**config.mk**
```make
export PLATFORM = sky130hd
export DESIGN_NAME = phy_basic_control_register
export DESIGN_NICKNAME = d
export VERILOG_FILES = /design/src/phy_ctrl_pkg.sv /design/src/phy_basic_control_register.sv
export VERILOG_INCLUDE_DIRS = /design/src
export SDC_FILE = /design/constraint.sdc
export NUM_CORES = 1
export LEC_CHECK = 0
export BUFFER_PORTS_ARGS = -buffer_cell sky130_fd_sc_hd__buf_4
export CORE_AREA = 2 2 77 79
export DETAILED_ROUTE_END_ITERATION = 8
export DIE_AREA = 0 0 79 81
export PLACE_DENSITY = 0.83
export SLEW_MARGIN = 20
export SYNTH_ARGS = -nofsm -noshare
export SYNTH_HDL_FRONTEND = slang
export SYNTH_SLANG_ARGS = --single-unit
```
**constraint.sdc**
```tcl
create_clock -name core_clk_i -period 2.4 [get_ports core_clk_i]
set_clock_uncertainty 0.1 [all_clocks]
set_input_delay 0.36 -clock core_clk_i [delete_from_list [all_inputs] [get_ports core_clk_i]]
set_output_delay 0.36 -clock core_clk_i [all_outputs]
set_load 0.01 [all_outputs]
```
**src/phy_ctrl_regs.svh**
```systemverilog
// register map, field positions and counts of the basic control register.
// assumes a single management serial port and one 100 MHz core clock.
`ifndef PHY_CTRL_REGS_SVH
`define PHY_CTRL_REGS_SVH

`define CTL_REG_ADDR 5'h00
`define CTL_RESET 16'h1040
`define BIT_SOFT_RESET_TRIGGER 15
`define BIT_LOOPBACK 14
`define BIT_SPEED_LSB 13
`define BIT_ANEG_EN 12
`define BIT_PWR_DOWN 11
`define BIT_ISOLATE 10
`define BIT_ANEG_RESTART 9
`define BIT_DUPLEX 8
`define BIT_COL_TEST 7
`define BIT_SPEED_MSB 6
`define RO_ZERO_MSB 5
`define SPEED_RESERVED 2'h3
`define OP_READ 2'h2
`define OP_WRITE 2'h1
`define HDR_BITS 5'h0c
`define DATA_BITS 5'h10
`define RST_CNT_W 16
`define RESET_CYCLES_DEF 16'h0010

`endif

```
**src/phy_ctrl_pkg.sv**
```systemverilog
// types of the basic control register block.
// assumes phy_ctrl_regs.svh supplies the widths.
`include "phy_ctrl_regs.svh"

package phy_ctrl_pkg;

    typedef enum logic [2:0]
    {
        MD_IDLE = 3'b000,
        MD_START = 3'b001,
        MD_HEAD = 3'b010,
        MD_TURN = 3'b011,
        MD_DATA = 3'b100
    } mdio_state_t;

    typedef struct packed
    {
        logic [15:0] ctl;
        logic [1:0] strap_speed;
        logic strap_aneg;
        logic strap_pd;
        logic mdc_q;
        mdio_state_t fsm;
        logic [4:0] cnt;
        logic [15:0] shreg;
        logic op_read;
        logic hit;
        logic is_ctl;
        logic mdio_out;
        logic mdio_oe;
        logic [`RST_CNT_W-1:0] rst_cnt;
        logic restart_pulse;
        logic tx_en;
    } ctl_state_t;

endpackage

```
**src/phy_basic_control_register.sv**
```systemverilog
// basic control register with its management serial slave.
// assumes mdc and mdio are already synchronous to core_clk_i and that
// the mdc high and low phases each span at least two core clocks.
`timescale 1ns/10ps
`include "phy_ctrl_regs.svh"

module phy_basic_control_register
    import phy_ctrl_pkg::*;
#(
    parameter logic [4:0] PHY_ADDR = 5'h00,
    parameter logic [`RST_CNT_W-1:0] RESET_CYCLES = `RESET_CYCLES_DEF
)
(
    input wire logic core_clk_i,
    input wire logic rst_i,
    input wire logic mdc_i,
    input wire logic mdio_i,
    input wire logic [1:0] strap_speed_i,
    input wire logic strap_aneg_i,
    input wire logic strap_pd_i,
    input wire logic link_up_i,
    output logic mdio_o,
    output logic mdio_oe_o,
    output logic soft_reset_trigger_o,
    output logic loopback_o,
    output logic [1:0] speed_o,
    output logic negotiation_enable_o,
    output logic soft_power_down_o,
    output logic isolate_o,
    output logic negotiation_restart_o,
    output logic full_duplex_select_o,
    output logic collision_signal_test_o,
    output logic mac_tx_enable_o
);

    ctl_state_t st;
    ctl_state_t nx;
    logic rise;
    logic commit;
    logic [15:0] wr_word;
    logic [15:0] rd_val;

    function automatic logic [15:0] ctl_default(input logic [1:0] spd,
                                                input logic an,
                                                input logic pd);
        logic [15:0] v;
        v = `CTL_RESET;
        v[`BIT_SPEED_MSB] = spd[1];
        v[`BIT_SPEED_LSB] = spd[0];
        v[`BIT_ANEG_EN] = an;
        v[`BIT_PWR_DOWN] = pd;
        return v;
    endfunction

    ////////////////////////////////////////////////////////////////////////
    // next state

    always_comb
    begin
        nx = st;
        nx.restart_pulse = 1'b0;
        nx.mdc_q = mdc_i;
        rise = mdc_i & ~st.mdc_q;
        commit = 1'b0;
        wr_word = {st.shreg[14:0], mdio_i};
        rd_val = st.is_ctl ? st.ctl : 16'h0000;

        case (st.fsm)
            MD_IDLE:
            begin
                // any number of preamble ones, including none, is accepted
                if (rise && !mdio_i)
                    nx.fsm = MD_START;
            end
            MD_START:
            begin
                if (rise)
                begin
                    nx.fsm = mdio_i ? MD_HEAD : MD_IDLE;
                    nx.cnt = 5'h00;
                end
            end
            MD_HEAD:
            begin
                if (rise)
                begin
                    nx.shreg = wr_word;
                    nx.cnt = st.cnt + 5'h01;
                    if (st.cnt == `HDR_BITS - 5'h01)
                    begin
                        nx.cnt = 5'h00;
                        nx.op_read = (wr_word[11:10] == `OP_READ);
                        nx.hit = (wr_word[9:5] == PHY_ADDR);
                        nx.is_ctl = (wr_word[4:0] == `CTL_REG_ADDR);
                        if (wr_word[11:10] == `OP_READ ||
                            wr_word[11:10] == `OP_WRITE)
                            nx.fsm = MD_TURN;
                        else
                            nx.fsm = MD_IDLE;
                    end
                end
            end
            MD_TURN:
            begin
                if (rise)
                begin
                    nx.cnt = st.cnt + 5'h01;
                    if (st.op_read && st.hit)
                    begin
                        nx.mdio_oe = 1'b1;
                        nx.mdio_out = 1'b0;
                    end
                    if (st.cnt != 5'h00)
                    begin
                        nx.fsm = MD_DATA;
                        nx.cnt = 5'h00;
                        if (st.op_read && st.hit)
                        begin
                            nx.mdio_out = rd_val[15];
                            nx.shreg = {rd_val[14:0], 1'b0};
                        end
                    end
                end
            end
            MD_DATA:
            begin
                if (rise)
                begin
                    nx.cnt = st.cnt + 5'h01;
                    if (st.op_read)
                    begin
                        nx.mdio_out = st.shreg[15];
                        nx.shreg = {st.shreg[14:0], 1'b0};
                    end
                    else
                        nx.shreg = wr_word;
                    if (st.cnt == `DATA_BITS - 5'h01)
                    begin
                        nx.fsm = MD_IDLE;
                        nx.mdio_oe = 1'b0;
                        nx.mdio_out = 1'b0;
                        // writes are dropped while a soft reset runs
                        commit = !st.op_read && st.hit && st.is_ctl &&
                                 !st.ctl[`BIT_SOFT_RESET_TRIGGER];
                    end
                end
            end
            default:
            begin
                nx.fsm = MD_IDLE;
                nx.mdio_oe = 1'b0;
            end
        endcase

        if (st.ctl[`BIT_SOFT_RESET_TRIGGER])
        begin
            if (st.rst_cnt == RESET_CYCLES - 16'h0001)
            begin
                nx.ctl = ctl_default(st.strap_speed, st.strap_aneg,
                                     st.strap_pd);
                nx.rst_cnt = '0;
            end
            else
                nx.rst_cnt = st.rst_cnt + 16'h0001;
        end

        if (st.ctl[`BIT_ANEG_RESTART])
        begin
            nx.ctl[`BIT_ANEG_RESTART] = 1'b0;
            nx.restart_pulse = 1'b1;
        end

        if (commit)
        begin
            nx.ctl[15:7] = wr_word[15:7];
            nx.ctl[`BIT_SPEED_MSB] = wr_word[`BIT_SPEED_MSB];
            // a reserved speed code is refused; the old speed stays
            if ({wr_word[`BIT_SPEED_MSB], wr_word[`BIT_SPEED_LSB]} ==
                `SPEED_RESERVED)
            begin
                nx.ctl[`BIT_SPEED_MSB] = st.ctl[`BIT_SPEED_MSB];
                nx.ctl[`BIT_SPEED_LSB] = st.ctl[`BIT_SPEED_LSB];
            end
        end
        nx.ctl[`RO_ZERO_MSB:0] = '0;

        // no MAC transmit while isolated, powered down, resetting or no link
        nx.tx_en = link_up_i & ~nx.ctl[`BIT_ISOLATE] &
                   ~nx.ctl[`BIT_PWR_DOWN] & ~nx.ctl[`BIT_SOFT_RESET_TRIGGER];

        if (rst_i)
        begin
            nx = '0;
            nx.fsm = MD_IDLE;
            nx.mdc_q = mdc_i;
            nx.strap_speed = strap_speed_i;
            nx.strap_aneg = strap_aneg_i;
            nx.strap_pd = strap_pd_i;
            nx.ctl = ctl_default(strap_speed_i, strap_aneg_i,
                                 strap_pd_i);
        end
    end

    always_ff @(posedge core_clk_i)
    begin
        st <= nx;
    end

    ////////////////////////////////////////////////////////////////////////
    // outputs

    assign mdio_o = st.mdio_out;
    assign mdio_oe_o = st.mdio_oe;
    assign soft_reset_trigger_o = st.ctl[`BIT_SOFT_RESET_TRIGGER];
    assign loopback_o = st.ctl[`BIT_LOOPBACK];
    assign speed_o = {st.ctl[`BIT_SPEED_MSB], st.ctl[`BIT_SPEED_LSB]};
    assign negotiation_enable_o = st.ctl[`BIT_ANEG_EN];
    assign soft_power_down_o = st.ctl[`BIT_PWR_DOWN];
    assign isolate_o = st.ctl[`BIT_ISOLATE];
    assign negotiation_restart_o = st.restart_pulse;
    assign full_duplex_select_o = st.ctl[`BIT_DUPLEX];
    assign collision_signal_test_o = st.ctl[`BIT_COL_TEST];
    assign mac_tx_enable_o = st.tx_en;
endmodule

```
==> flow_metrics.py <==
metrics = {
    "run_status": {
        "status": "finished clean",
    },
    "synthesis": {
        "synthArstFlopShare_pct": 0,
        "yosysTopAreaCell": "dfxtp_1",
        "synth_cells": 331,
        "synth_edf_count": 7,
        "ys.flop_type": "dfxtp_1",
        "synth_area_um2": 2930,
        "syn-num-nets": 345,
        "ys_seq_area_share_pct": 44.7,
        "synth_area_per_cell_um2": 8.86,
        "yosysTopAreaCellShare_pct": 37.5,
        "ys_types": 55,
        "synth_area_leaders": "dfxtp_1 (38%), edfxtp_1 (7.2%), nor2_1 (5.8%)",
        "synth_seq_cells": 62,
        "ys.warnings.count": 0,
    },
    "die": {
        "dieArea_um2": 6400,
        "fp.coreArea_um2": 5680,
        "top_level_ports": 22,
        "dieWidth_um": 79,
        "rows": 28,
        "initial_utilization_pct": 51.7,
        "die_y_um": 81,
    },
    "setup_path": {
        "cp_common_cell": "buf_4",
        "worstPathRequired_ps": 2480,
        "r2r_slack_ps": 130,
        "startpoint": "st[2]$_SDFFE_PP0P_",
        "critPathKind": "register to register",
        "slowest_delay_ps": 480,
        "crit_chain": "ha_2, or4bb_4, nor4_4, buf_4, buf_4, a221oi_1, a21oi_1",
        "r2r-start": "st[2]$_SDFFE_PP0P_",
        "r2r_end": "speed_o[1]$_DFFE_PP_",
        "crit_path_max_fanout": 4,
        "crit_path_end": "speed_o[1]$_DFFE_PP_",
        "cp_slowest_cell": "or4bb_4",
        "r2r_cells": 7,
        "arrival_ps": 2360,
        "cp-end-kind": "register",
        "startpoint_type": "register",
    },
    "layout": {
        "multi_input_area_um2": 1510,
        "syn_to_final_growth_pct": 16.5,
        "final_cells": 438,
        "diodes": 0,
        "area.sequential_um2": 1310,
        "layout-drive-gt1-share_pct": 19.3,
        "fillCellCount": 495,
        "layout.nets": 372,
    },
    "clocking": {
        "htreeDepth": 3,
        "cts_tree": "built",
        "clk_pin_slew_worst_paths_ps": 70,
        "clock-root-buffer": "clkbuf_8",
        "holdBufCountCts": 0,
        "cts_made_buffers": 9,
        "numClockSinks": 62,
        "cts_buffer_depth": 2,
        "clock_latency_ps": 330,
    },
    "pwr": {
        "power.density_nw_per_um2": 604,
        "power.internal_uw": 1580,
        "netSwitchingFraction_pct": 23.5,
        "p_switching_uw": 486,
        "pwr-share-comb_pct": 4.2,
        "vdd_drop_max_v": 0.000432,
        "pwr-share-seq_pct": 51.9,
        "power_leakage_uw": 0.00123,
        "clkPwrFrac_pct": 43.9,
    },
    "sta": {
        "relSlewSlack_pct": 56.6,
        "rsz0062_at_grt": "false",
        "hold_viol_final": 0,
        "setup_viol": 0,
        "finalMaxSlewViolations": 0,
        "fin_crit_sh_pct": 94.7,
        "min_period_ps": 2270,
        "max_freq_ghz": 0.440,
        "tightest_slew_ps": 650,
        "tns_ps": 0,
    },
    "global_routing": {
        "grt_start_max_net_pins": 54,
        "grt_pass1_wl_um": 10500,
        "grt_pass1_vias": 2277,
        "grt_overflow": 0,
        "antenna_found_initial": 0,
        "grt_usage_pct": 20.7,
    },
    "drt": {
        "routed-via-count": 2543,
        "wl_um": 6450,
        "via_per_inst": 5.81,
        "first_pass_iters": 5,
        "drt-wirelength-per-cell_um": 14.7,
        "ant_nets": 0,
        "drt-initial-drc-count": 135,
        "drc": 0,
    },
    "placed_design": {
        "place_hpwl_um": 4330,
        "gp_congestion": 0.848,
        "port_buffers": 21,
        "dp_cells": 420,
    },
    "hold_path": {
        "min_path_cells": 1,
        "hold_class": "input pin to register",
    },
    "flow_run": {
        "cap_violations": 0,
    },
}
-- critical path: cells and delay by family, from the launching register on --
kind,cells,cell delay (ps)
AOI/OAI and AO/OA,2,240
adders and majority gates,1,190
buffers and inverters,2,300
DFF,1,370
and+or+nand+nor,2,920
-- cell usage in the layout, fill, tap and decap left out, types with 2 or more instances in the layout --
| cell type | instances |
|---|---|
| mux2i_1 | 6 |
| nand3b_1 | 4 |
| ha_1 | 4 |
| o21ai_1 | 2 |
| o21ai_0 | 6 |
| nand4b_1 | 2 |
| a21oi_1 | 23 |
| inv_1 | 10 |
| dfxtp_1 | 53 |
| and3_1 | 2 |
| dfxtp_2 | 2 |
| nor4_1 | 4 |
| or4b_1 | 2 |
| or2_2 | 3 |
| and4_1 | 2 |
| nor2_1 | 44 |
| nor3_2 | 2 |
| nor3_1 | 12 |
| xnor2_1 | 7 |
| a31oi_1 | 3 |
| nand2_1 | 26 |
| buf_4 | 35 |
| nand4_1 | 6 |
| edfxtp_1 | 7 |
| nor3b_1 | 3 |
| clkinv_2 | 2 |
| nand3_1 | 17 |
| nor2b_1 | 5 |
| clkbuf_8 | 9 |
| xor2_1 | 8 |
| a211oi_1 | 2 |
| clkinvlp_4 | 2 |
| or4_1 | 2 |
| a221oi_1 | 12 |
| a22oi_1 | 7 |
-- state kept, by name, indices dropped and copies added (netlist names), named ones only --
register,cells
soft_reset_trigger_o,1
collision_signal_test_o,1
negotiation_restart_o,1
negotiation_enable_o,1
loopback_o,1
mdio_oe_o,1
mac_tx_enable_o,1
speed_o,2
isolate_o,1
st,49
full_duplex_select_o,1
soft_power_down_o,1
-- worst min path at each step --
| stage | startpoint | slack [ps] | end |
|---|---|---|---|
| finish | mdc_i | 60 | st[47]$_DFF_P_ |
| global route | mdc_i | 50 | st[47]$_DFF_P_ |
| CTS | mdc_i | 50 | st[47]$_DFF_P_ |
| detailed placement | st[26]$_SDFFE_PP0P_ | 360 | st[26]$_SDFFE_PP0P_ |
| global placement | st[24]$_SDFFE_PP0P_ | 350 | st[24]$_SDFFE_PP0P_ |
| floorplan | mdc_i | 290 | st[47]$_DFF_P_ |
-- synth_stat cells (5+ instances only) --
cell type / count
o21ai_0: 6
clkbuf_1: 14
dfxtp_1: 55
nor2_1: 45
nor2b_1: 5
nor3_1: 13
a21oi_1: 23
nand4_1: 6
ha_1: 5
xor2_1: 8
a221oi_1: 12
nand2_1: 26
inv_1: 10
xnor2_1: 7
mux2i_1: 6
a22oi_1: 7
nand3_1: 17
edfxtp_1: 7
-- power by group through the flow --
stage	registers, uW	clock network, uW	logic (uW)
floorplan	1090	0	54.3
global placement	1090	0	85.8
detailed placement	1100	0	87.4
CTS	1070	918	87.7
global route	1070	967	95.9
finish	1070	906	87.6
-- cell type report --
cell class              count  share of cell area (%)
inverters                  10                    1.10
clock inverters             7                    2.12
flip-flops and latches     62                    38.4
repair buffers             35                    7.69
clock buffers               9                    3.62
multi-input cells         240                    44.3
well taps                  75                    2.75
-- timing repair --
action,CTS,global route
setup buffers,0,2
endpoints found under the setup margin,0,9
gates resized for setup,0,6
-- metrics by stage --
stage	util, %	area, um2	hold slack (ps)	total power, uW	worst slack [ps]
floorplan	-	2930	288	1150	169
global placement	56.2	3190	352	1180	179
detailed placement	56.2	3190	358	1180	97.2
CTS	59.7	3390	52.3	2080	75.9
global route	60.2	3420	47.9	2140	10.6
finish	60.2	3420	64.3	2070	128
-- cells by family (layout without fill, tap and decap cells) --
group	count (synthesis)	after routing	synth area share, %
AO/OA/AOI/OAI	63	63	14.3
XOR/XNOR	15	15	4.48
adder cells (fa/ha/maj)	5	5	2.13
buffers and inverters	29	61	4.18
flip-flops	62	62	44.7
multiplexers	7	7	2.43
AND/OR/NAND/NOR	150	150	27.8
-- metal layers --
metal	GRT usage [%]	wire, um	vias up
li1	-	-	1253
met1	27.2	3030	1201
met2	32.6	3050	81
met3	4.44	282	8
met4	9.66	95	0
met5	0	0	-
No activity file was read; power rests on OpenSTA's default activity.
